File: config.mk
export PLATFORM = sky130hd
export DESIGN_NAME = tcav_top
export DESIGN_NICKNAME = d
export VERILOG_FILES = /design/src/core/tcav_pkg.sv /design/src/core/tcav_top.sv /design/src/core/tcav_vote.sv
export SDC_FILE = /design/constraint.sdc
export NUM_CORES = 2
export LEC_CHECK = 0
export BUFFER_PORTS_ARGS = -buffer_cell sky130_fd_sc_hd__buf_4
export CORE_MARGIN = 8
export CORE_UTILIZATION = 35
export DETAILED_ROUTE_END_ITERATION = 8
export GPL_TIMING_DRIVEN = 0
export HOLD_SLACK_MARGIN = 0.05
export PLACE_DENSITY = 0.58
export SKIP_LAST_GASP = 1
export SLEW_MARGIN = 15
export SYNTH_ARGS = -nofsm -noshare
export SYNTH_HDL_FRONTEND = slang
export SYNTH_SLANG_ARGS = --single-unit
File: constraint.sdc
create_clock -name mclk -period 16.5 [get_ports mclk]
set_input_delay 0.825 -clock mclk [delete_from_list [all_inputs] [get_ports mclk]]
set_output_delay 0.825 -clock mclk [all_outputs]
set_load 0.02 [all_outputs]
File: src/core/tcav_pkg.sv
// Purpose: Shared constants and types for the three-channel alarm voting block.
// Assumes: 100 MHz clock on mclk.
// Notes:   Register offsets index a plain strobe port with 32-bit data.
package tcav_pkg;
    localparam int          CLK_HZ          = 100_000_000;
    localparam int          SETTLE_SEC      = 5;
    localparam int          SETTLE_CYCLES   = SETTLE_SEC * CLK_HZ;
    localparam int          NUM_LINES       = 6;
    localparam int          LEVEL_W         = 16;
    localparam logic [3:0]  ADDR_CTRL       = 4'h0;
    localparam logic [3:0]  ADDR_STATUS     = 4'h1;
    localparam logic [3:0]  ADDR_TESTVAL1   = 4'h2;
    localparam logic [3:0]  ADDR_TESTVAL2   = 4'h3;
    localparam logic [3:0]  ADDR_CURCFG     = 4'h4;
    localparam logic [3:0]  ADDR_LINE0      = 4'h8;
    localparam logic [31:0] CTRL_RESET      = 32'h0000_0000;
    localparam int          CTRL_VARIANT    = 0;
    localparam int          CTRL_HEALTHYPOL = 1;
    localparam int          CTRL_FAULT      = 2;
    localparam int          LINE_LIMIT_LSB  = 0;
    localparam int          LINE_SRC_LSB    = 16;
    localparam int          LINE_MODE_LSB   = 20;
    localparam int          LINE_FALL       = 22;
    localparam int          CUR_FALL        = 0;
    localparam int          CUR_LIVEZERO    = 1;
    localparam logic [15:0] LIVE_ZERO_CODE  = 16'h3333;

    typedef enum logic [1:0] {
        TCAV_MODE_OFF   = 2'b00,
        TCAV_MODE_LIMIT = 2'b01,
        TCAV_MODE_LATCH = 2'b10
    } tcav_mode_t;

    typedef enum logic [1:0] {
        TCAV_SRC_MEAS  = 2'b00,
        TCAV_SRC_FAULT = 2'b01,
        TCAV_SRC_TEST_SELECT_ONE = 2'b10,
        TCAV_SRC_TEST_SELECT_TWO = 2'b11
    } tcav_src_t;
endpackage

File: src/core/tcav_top.sv
// Purpose: One channel's function lines, supervision and backplane relays.
// Assumes: Binary inputs arrive from pins and are synchronised here; neighbour lines arrive already synchronised.
// Notes:   Registers are 32-bit words on a plain strobe port.

module tcav_top #(
    parameter int SETTLE   = tcav_pkg::SETTLE_CYCLES,
    parameter int LEVEL_W  = tcav_pkg::LEVEL_W,
    parameter int AGREE_TOL = 16'h0400
) (
    input  wire logic               mclk,
    input  wire logic               srst,
    input  wire logic               clkEn,
    input  wire logic [3:0]         regAddr,
    input  wire logic [31:0]        regWdata,
    input  wire logic               regWr,
    input  wire logic               regRd,
    output logic      [31:0]        regRdata,
    input  wire logic [LEVEL_W-1:0] measValue,
    input  wire logic               extBlockPin,
    input  wire logic               latchResetPin,
    input  wire logic               testEnablePin,
    input  wire logic               testSelectOnePin,
    input  wire logic               testSelectTwoPin,
    input  wire logic [LEVEL_W-1:0] neighbourCurA,
    input  wire logic [LEVEL_W-1:0] neighbourCurB,
    input  wire logic [2:0]         peerLine1,
    input  wire logic [2:0]         peerLine2,
    input  wire logic [2:0]         peerLine3,
    input  wire logic [2:0]         peerLine4,
    input  wire logic [2:0]         peerTrip,
    input  wire logic [2:0]         peerHealthy,
    output logic      [5:0]         functionLine,
    output logic                    channelHealthy,
    output logic      [5:0]         lineLamp,
    output logic      [1:0]         disagreeLamp,
    output logic      [LEVEL_W-1:0] isolatedCurrentDrive,
    output logic      [LEVEL_W-1:0] groundedCurrentDrive,
    output logic      [5:0]         relay
);
    localparam int N = tcav_pkg::NUM_LINES;

    // Two-stage synchronisers for the five binary pins.
    logic [4:0] pinMeta;
    logic [4:0] pinSync;
    logic [4:0] next_pinMeta;
    logic [4:0] next_pinSync;
    always_comb begin
        next_pinMeta = {testSelectTwoPin, testSelectOnePin, testEnablePin,
                        latchResetPin, extBlockPin};
        next_pinSync = pinMeta;
    end
    always_ff @(posedge mclk) begin
        if (srst) begin
            pinMeta <= 5'h00;
            pinSync <= 5'h00;
        end else if (clkEn) begin
            pinMeta <= next_pinMeta;
            pinSync <= next_pinSync;
        end
    end
    logic extBlock;
    logic latchReset;
    logic testEnable;
    logic testSelectOne;
    logic testSelectTwo;
    assign extBlock      = pinSync[0];
    assign latchReset    = pinSync[1];
    assign testEnable    = pinSync[2];
    assign testSelectOne = pinSync[3];
    assign testSelectTwo = pinSync[4];

    // Registers.
    logic [31:0]        ctrl;
    logic [LEVEL_W-1:0] testVal1;
    logic [LEVEL_W-1:0] testVal2;
    logic [1:0]         curCfg;
    logic [31:0]        lineCfg [N];
    logic [31:0]        next_ctrl;
    logic [LEVEL_W-1:0] next_testVal1;
    logic [LEVEL_W-1:0] next_testVal2;
    logic [1:0]         next_curCfg;
    logic [31:0]        next_lineCfg [N];
    logic [31:0]        next_regRdata;
    logic [31:0]        statusWord;

    always_comb begin
        next_ctrl     = ctrl;
        next_testVal1 = testVal1;
        next_testVal2 = testVal2;
        next_curCfg   = curCfg;
        next_lineCfg  = lineCfg;
        next_regRdata = 32'h0000_0000;
        if (regWr) begin
            unique case (regAddr)
                tcav_pkg::ADDR_CTRL:     next_ctrl = regWdata & 32'h0000_0007;
                tcav_pkg::ADDR_TESTVAL1: next_testVal1 = regWdata[LEVEL_W-1:0];
                tcav_pkg::ADDR_TESTVAL2: next_testVal2 = regWdata[LEVEL_W-1:0];
                tcav_pkg::ADDR_CURCFG:   next_curCfg = regWdata[1:0];
                default: begin
                    if (regAddr >= tcav_pkg::ADDR_LINE0 &&
                        regAddr < tcav_pkg::ADDR_LINE0 + 4'(N)) begin
                        next_lineCfg[3'(regAddr - tcav_pkg::ADDR_LINE0)] = regWdata;
                    end
                end
            endcase
        end
        if (regRd) begin
            unique case (regAddr)
                tcav_pkg::ADDR_CTRL:     next_regRdata = ctrl;
                tcav_pkg::ADDR_STATUS:   next_regRdata = statusWord;
                tcav_pkg::ADDR_TESTVAL1: next_regRdata = 32'(testVal1);
                tcav_pkg::ADDR_TESTVAL2: next_regRdata = 32'(testVal2);
                tcav_pkg::ADDR_CURCFG:   next_regRdata = 32'(curCfg);
                default: begin
                    if (regAddr >= tcav_pkg::ADDR_LINE0 &&
                        regAddr < tcav_pkg::ADDR_LINE0 + 4'(N)) begin
                        next_regRdata = lineCfg[3'(regAddr - tcav_pkg::ADDR_LINE0)];
                    end
                end
            endcase
        end
    end
    always_ff @(posedge mclk) begin
        if (srst) begin
            ctrl     <= tcav_pkg::CTRL_RESET;
            testVal1 <= '0;
            testVal2 <= '0;
            curCfg   <= 2'h0;
            for (int i = 0; i < N; i++) lineCfg[i] <= 32'h0000_0000;
            regRdata <= 32'h0000_0000;
        end else if (clkEn) begin
            ctrl     <= next_ctrl;
            testVal1 <= next_testVal1;
            testVal2 <= next_testVal2;
            curCfg   <= next_curCfg;
            lineCfg  <= next_lineCfg;
            regRdata <= next_regRdata;
        end
    end

    // Settling delay: counts down to zero and holds there while the module is healthy.
    logic        moduleFault;
    logic [31:0] settleCnt;
    logic [31:0] next_settleCnt;
    logic        blocked;
    assign moduleFault = ctrl[tcav_pkg::CTRL_FAULT];
    always_comb begin
        if (moduleFault) next_settleCnt = 32'(SETTLE);
        else if (settleCnt != 32'h0000_0000) next_settleCnt = settleCnt - 32'h0000_0001;
        else next_settleCnt = settleCnt;
    end
    always_ff @(posedge mclk) begin
        if (srst) settleCnt <= 32'(SETTLE);
        else if (clkEn) settleCnt <= next_settleCnt;
    end
    assign blocked = (settleCnt != 32'h0000_0000) || moduleFault;

    // Measurement substitution.
    logic [LEVEL_W-1:0] evalValue;
    always_comb begin
        evalValue = measValue;
        if (testEnable && testSelectOne) evalValue = testVal1;
        else if (testEnable && testSelectTwo) evalValue = testVal2;
    end

    // Function lines.
    logic [N-1:0] lineState;
    logic [N-1:0] next_lineState;
    logic [N-1:0] cond;
    for (genvar g = 0; g < N; g++) begin : gLine
        tcav_pkg::tcav_src_t  src;
        tcav_pkg::tcav_mode_t mode;
        logic [LEVEL_W-1:0]   lim;
        logic                 over;
        assign src  = tcav_pkg::tcav_src_t'(lineCfg[g][tcav_pkg::LINE_SRC_LSB +: 2]);
        assign mode = tcav_pkg::tcav_mode_t'(lineCfg[g][tcav_pkg::LINE_MODE_LSB +: 2]);
        assign lim  = lineCfg[g][tcav_pkg::LINE_LIMIT_LSB +: LEVEL_W];
        assign over = lineCfg[g][tcav_pkg::LINE_FALL] ? (evalValue < lim)
                                                      : (evalValue > lim);
        always_comb begin
            unique case (src)
                tcav_pkg::TCAV_SRC_MEAS:  cond[g] = over;
                tcav_pkg::TCAV_SRC_FAULT: cond[g] = moduleFault;
                tcav_pkg::TCAV_SRC_TEST_SELECT_ONE: cond[g] = testEnable & testSelectOne;
                tcav_pkg::TCAV_SRC_TEST_SELECT_TWO: cond[g] = testEnable & testSelectTwo;
            endcase
            unique case (mode)
                tcav_pkg::TCAV_MODE_LIMIT: next_lineState[g] = cond[g] & ~blocked;
                tcav_pkg::TCAV_MODE_LATCH: next_lineState[g] =
                    (cond[g] & ~blocked) | (lineState[g] & ~latchReset);
                default:                   next_lineState[g] = 1'b0;
            endcase
        end
    end
    always_ff @(posedge mclk) begin
        if (srst) lineState <= '0;
        else if (clkEn) lineState <= next_lineState;
    end
    assign functionLine = extBlock ? 6'h00 : lineState;
    assign lineLamp     = functionLine;

    logic healthyLevel;
    assign healthyLevel   = ~blocked;
    assign channelHealthy = healthyLevel ^ ctrl[tcav_pkg::CTRL_HEALTHYPOL];

    // Current drive and neighbour comparison.
    logic [LEVEL_W-1:0] curCode;
    logic [LEVEL_W-1:0] next_curCode;
    logic [1:0]         disagree;
    logic [1:0]         next_disagree;
    logic [LEVEL_W-1:0] span;
    always_comb begin
        span = curCfg[tcav_pkg::CUR_LIVEZERO] ? 16'hFFFF - tcav_pkg::LIVE_ZERO_CODE
                                              : 16'hFFFF;
        next_curCode = LEVEL_W'((32'(evalValue) * 32'(span)) >> LEVEL_W);
        if (curCfg[tcav_pkg::CUR_FALL]) next_curCode = span - next_curCode;
        if (curCfg[tcav_pkg::CUR_LIVEZERO])
            next_curCode = next_curCode + tcav_pkg::LIVE_ZERO_CODE;
        next_disagree[0] = ((neighbourCurA > curCode) ? neighbourCurA - curCode
                            : curCode - neighbourCurA) > LEVEL_W'(AGREE_TOL);
        next_disagree[1] = ((neighbourCurB > curCode) ? neighbourCurB - curCode
                            : curCode - neighbourCurB) > LEVEL_W'(AGREE_TOL);
    end
    always_ff @(posedge mclk) begin
        if (srst) begin
            curCode  <= '0;
            disagree <= 2'h0;
        end else if (clkEn) begin
            curCode  <= next_curCode;
            disagree <= next_disagree;
        end
    end
    assign isolatedCurrentDrive = curCode;
    assign groundedCurrentDrive = curCode;
    assign disagreeLamp         = disagree;
    assign statusWord = {22'h0, disagree, lineState, blocked, moduleFault};

    tcav_vote uVote (
        .variantAlt (ctrl[tcav_pkg::CTRL_VARIANT]),
        .line1      (peerLine1),
        .line2      (peerLine2),
        .line3      (peerLine3),
        .line4      (peerLine4),
        .trip       (peerTrip),
        .healthy    (peerHealthy),
        .relay      (relay)
    );

    a_latch_holds: assert property (@(posedge mclk) disable iff (srst)
        clkEn && lineState[2] && lineCfg[2][tcav_pkg::LINE_MODE_LSB +: 2] == 2'b10
        && !latchReset |=> lineState[2]) else $error("Latched line dropped without reset.");
    a_latch_clear: assert property (@(posedge mclk) disable iff (srst)
        clkEn && latchReset && blocked |=> lineState == '0)
        else $error("Latch reset did not clear lines.");
    a_block_lines: assert property (@(posedge mclk) disable iff (srst)
        extBlock |-> functionLine == 6'h00) else $error("Lines active while blocked.");
    a_settle_gate: assert property (@(posedge mclk) disable iff (srst)
        clkEn && blocked |=> (lineState & ~$past(lineState)) == '0)
        else $error("Settle gating failed.");
    a_settle_reload: assert property (@(posedge mclk) disable iff (srst)
        clkEn && moduleFault |=> settleCnt == 32'(SETTLE))
        else $error("Settle counter not reloaded.");
    a_maj_relay: assert property (@(posedge mclk) disable iff (srst)
        !ctrl[0] |-> relay[0] == ($countones(peerLine1) >= 2))
        else $error("Line one vote wrong.");
    a_any_healthy: assert property (@(posedge mclk) disable iff (srst)
        !ctrl[0] |-> relay[4] == (peerHealthy != 3'h0)) else $error("Healthy any wrong.");
    a_alt_relay: assert property (@(posedge mclk) disable iff (srst)
        ctrl[0] |-> relay[4:2] == (peerTrip | peerHealthy)) else $error("Trip relay wrong.");
    a_alt_vote: assert property (@(posedge mclk) disable iff (srst)
        ctrl[0] |-> relay[1] == ($countones(peerLine4) >= 2)) else $error("Line four vote wrong.");
    a_healthy_pol: assert property (@(posedge mclk) disable iff (srst)
        channelHealthy == (!blocked ^ ctrl[1])) else $error("Healthy polarity wrong.");
endmodule

File: src/core/tcav_vote.sv
// Purpose: Backplane relay voting across three channels.
// Assumes: Inputs are already synchronised.
// Notes:   Purely combinational.
module tcav_vote (
    input  wire logic       variantAlt,
    input  wire logic [2:0] line1,
    input  wire logic [2:0] line2,
    input  wire logic [2:0] line3,
    input  wire logic [2:0] line4,
    input  wire logic [2:0] trip,
    input  wire logic [2:0] healthy,
    output logic      [5:0] relay
);
    function automatic logic maj3(input logic [2:0] v);
        return (v[0] & v[1]) | (v[1] & v[2]) | (v[0] & v[2]);
    endfunction

    always_comb begin
        relay = 6'h00;
        if (!variantAlt) begin
            relay[0] = maj3(line1);
            relay[1] = maj3(line2);
            relay[2] = maj3(line3);
            relay[3] = maj3(healthy);
            relay[4] = |healthy;
        end else begin
            relay[0] = maj3(line2);
            relay[1] = maj3(line4);
            relay[4:2] = trip | healthy;
        end
    end
endmodule

==> impl_metrics.tcl <==
set metrics [dict create \
    cts_hold_buf 0 \
    slew_headroom_pct 10.71 \
    route.vias.total 26930 \
    io-pin-count 197 \
    wirelength_microns 110500 \
    numPortBuffers 177 \
    skew_ns 0.03454 \
    path_clk_slew_ns 0.06 \
    dp_hpwl_microns 87520 \
    drc 0 \
    yosysSeqAreaShare_pct 23.04 \
    setup_violations 0 \
    cts-buffers-inserted 39 \
    clock_latency_ns 0.57 \
    required_ns 16.90 \
    syn_nets 4201 \
    hp-class "register to register" \
    crit_path_start "pinSync[2]" \
    maxCapViolations 0 \
    slew_violations 0 \
    crit_type "register to register" \
    status "finished, final reports clean" \
    synth-seq-cells 327 \
    syn-cell-area_sq_um 28410 \
    clkSinkCount 327 \
    initial_core_util_pct 35.33 \
    cts-root-buf "clkbuf_16" \
    grt_first_pass_wirelength_microns 164000 \
    layout.nets 4422 \
    vias_per_cell 5.437 \
    grt_pass1_vias 26129 \
    areaGrowthSynthToFinish_pct 14.70 \
    dieWidth_microns 300.9 \
    design.core.area_sq_um 80420 \
    path_buf_inv 10 \
    rows 104 \
    overflow 0 \
    synth_ff_type "dfxtp_1" \
    post-route-min-period_ns 12.50 \
    synth_cells 3640 \
    die_area_sq_um 90550 \
    final_cell_mix "nand2_1 (616), inv_1 (435), a21oi_1 (431)" \
    final_common_cell "nand2_1" \
    wl_per_cell_microns 22.32 \
    max_stage_delay_ns 0.68 \
    yosysUniqueCellTypes 104 \
    start_kind "register" \
    end_kind "register" \
    gp_congestion 1.000 \
    ant_nets 0 \
    fmax_ghz 0.08001 \
    crit_cells 38 \
    reg2reg_to "groundedCurrentDrive[14]" \
    first_pass_iters 9 \
    antenna_found_initial 5 \
    post_cts_buffers 0 \
    drive_gt1_share_pct 9.663 \
    synth_edf_count 0 \
    reg2reg_depth 38 \
    worst_slew_pin_slew_ns 1.339 \
    crit_arrival_ns 12.89 \
    hold_viol 0 \
    rsz0062_at_grt "no" \
    r2r_setup_slack_ns 4.00 \
    grt_max_degree 15 \
    reg2reg_from "pinSync[2]" \
    slowest_stage "a21oi_1" \
    tns_ns 0 \
    postSynthAreaPerCell_sq_um 7.805 \
    post-route-period-util_pct 75.75 \
    async_reset_ff_share_pct 0 \
    endpoint "groundedCurrentDrive[14]" \
    cts_max_level 2 \
    cp_top_family "adder cells" \
    critPathMaxFanout 10 \
    ys_warn_count 0 \
    die_h_microns 300.9 \
    post_cts_resized 0 \
    initialDrtViolationCount 2766 \
    clockBufferDepth 3 \
    cts_tree "done" \
    gr-usage-all-layers_pct 23.58 \
]
-- layout make-up --
cell class              count  area, sq um
fillers                  8394        47830
multi-input cells        2667        19240
flip-flops and latches    327         6546
inverters                 439         1648
repair buffers            180         1355
well taps                1060         1326
clock buffers              48         1050
plain buffers             207        987.2
clock inverters            23        425.4
diodes                      2        5.005
-- flip-flops by register name (all words and copies together) (netlist names), 6 cells and up --
name,count
gLine.lim,96
lineCfg,72
regRdata,32
settleCnt,32
groundedCurrentDrive,16
testVal1,16
testVal2,16
gLine.mode,12
gLine.src,12
lineState,6
-- routing by layer --
layer | wire length (microns) | track usage [%]
met5 | 23 | 0
met4 | 4971 | 9.341
met3 | 9987 | 4.484
met2 | 47620 | 36.77
met1 | 47950 | 31.98
-- synthesized netlist by cell type (6+ instances only) --
cell       number  area (sq um)
nor4_1         15         93.84
buf_4          25         187.7
and3_1          7         43.79
nand3_1        45         225.2
nand4_1        36         225.2
a211o_1        13         113.9
nor3b_1        13         97.59
a221oi_1        6         52.55
a21oi_1       432          2162
a22oi_1        28         210.2
nor2_1        204         765.7
nor2b_1        24         150.1
clkbuf_1      141         529.3
buf_1          12         45.04
o211ai_1       21         157.7
dfxtp_1       327          6546
inv_1         435          1633
a211oi_1       14         105.1
nor3_1         66         330.3
nand2_1       616          2312
or3_1          27         168.9
xnor2_1        77         674.4
o311ai_0        6         52.55
o2111ai_1       7         61.31
a2111oi_0       7         61.31
xor2_1         35         306.5
ha_1          290          3628
nand2b_1       25         156.4
o21ai_0       110         550.5
clkbuf_2       13         65.06
o21bai_1       21         157.7
mux2_2         24         270.3
fa_1          159          3183
o21a_1         14         105.1
o31ai_1        13         97.59
a32oi_1         6         52.55
mux4_2          7         157.7
a21boi_0       12         90.09
a31oi_1        17         106.4
and2_1         16         100.1
mux2i_1        50         500.5
o22ai_1        21         131.4
a21o_1         75         563.0
or2_2          10         62.56
-- worst reg2reg max path, delay by kind of cell (launching register included) --
family	cells	cell delay, ns
buf+inv	10	2.72
simple gates	5	1.60
xor+xnor	3	0.93
compound gates	12	2.84
fa+ha+maj	8	3.74
flops	1	0.53
-- cell families (layout without fill, tap and decap cells) --
group                    Yosys count  in the layout  share of synthesized area [%]
AO/OA/AOI/OAI                    893            893                          19.46
other                              1              3                        0.01320
flip-flops                       327            327                          23.04
adder cells (fa/ha/maj)          451            451                          24.05
buffers and inverters            646            897                          9.275
AND/OR/NAND/NOR                 1129           1129                          17.44
multiplexers                      81             81                          3.268
XOR/XNOR                         112            112                          3.453
-- per-stage QoR --
stage          util, %  instance area [sq um]  cells  worst slack, ns  hold slack, ns
3_5_place_dp     38.68                  31110   4880            4.203          0.4420
3_3_place_gp     38.63                  31070   4877            4.301          0.4378
6_report         40.52                  32590   4953            4.002          0.4490
2_1_floorplan        -                  28410   3640            6.749          0.4320
4_1_cts          40.52                  32580   4951            4.141          0.4507
5_1_grt          40.52                  32580   4951            3.458          0.4657
-- worst min path at each step --
stage / endpoint / cells past startpoint / slack (ns) / from
3_3_place_gp: lineCfg[156] / 2 / 0.44 / lineCfg[156]
5_1_grt: lineCfg[189] / 2 / 0.47 / lineCfg[189]
4_1_cts: lineCfg[90] / 2 / 0.45 / lineCfg[90]
6_report: lineCfg[90] / 2 / 0.45 / lineCfg[90]
3_5_place_dp: lineCfg[90] / 2 / 0.44 / lineCfg[90]
2_1_floorplan: lineCfg[124] / 2 / 0.43 / lineCfg[124]
Power is left out: the tool's default activity adds up to more than one toggle a clock period on the data nets, which glitch-free logic cannot reach.
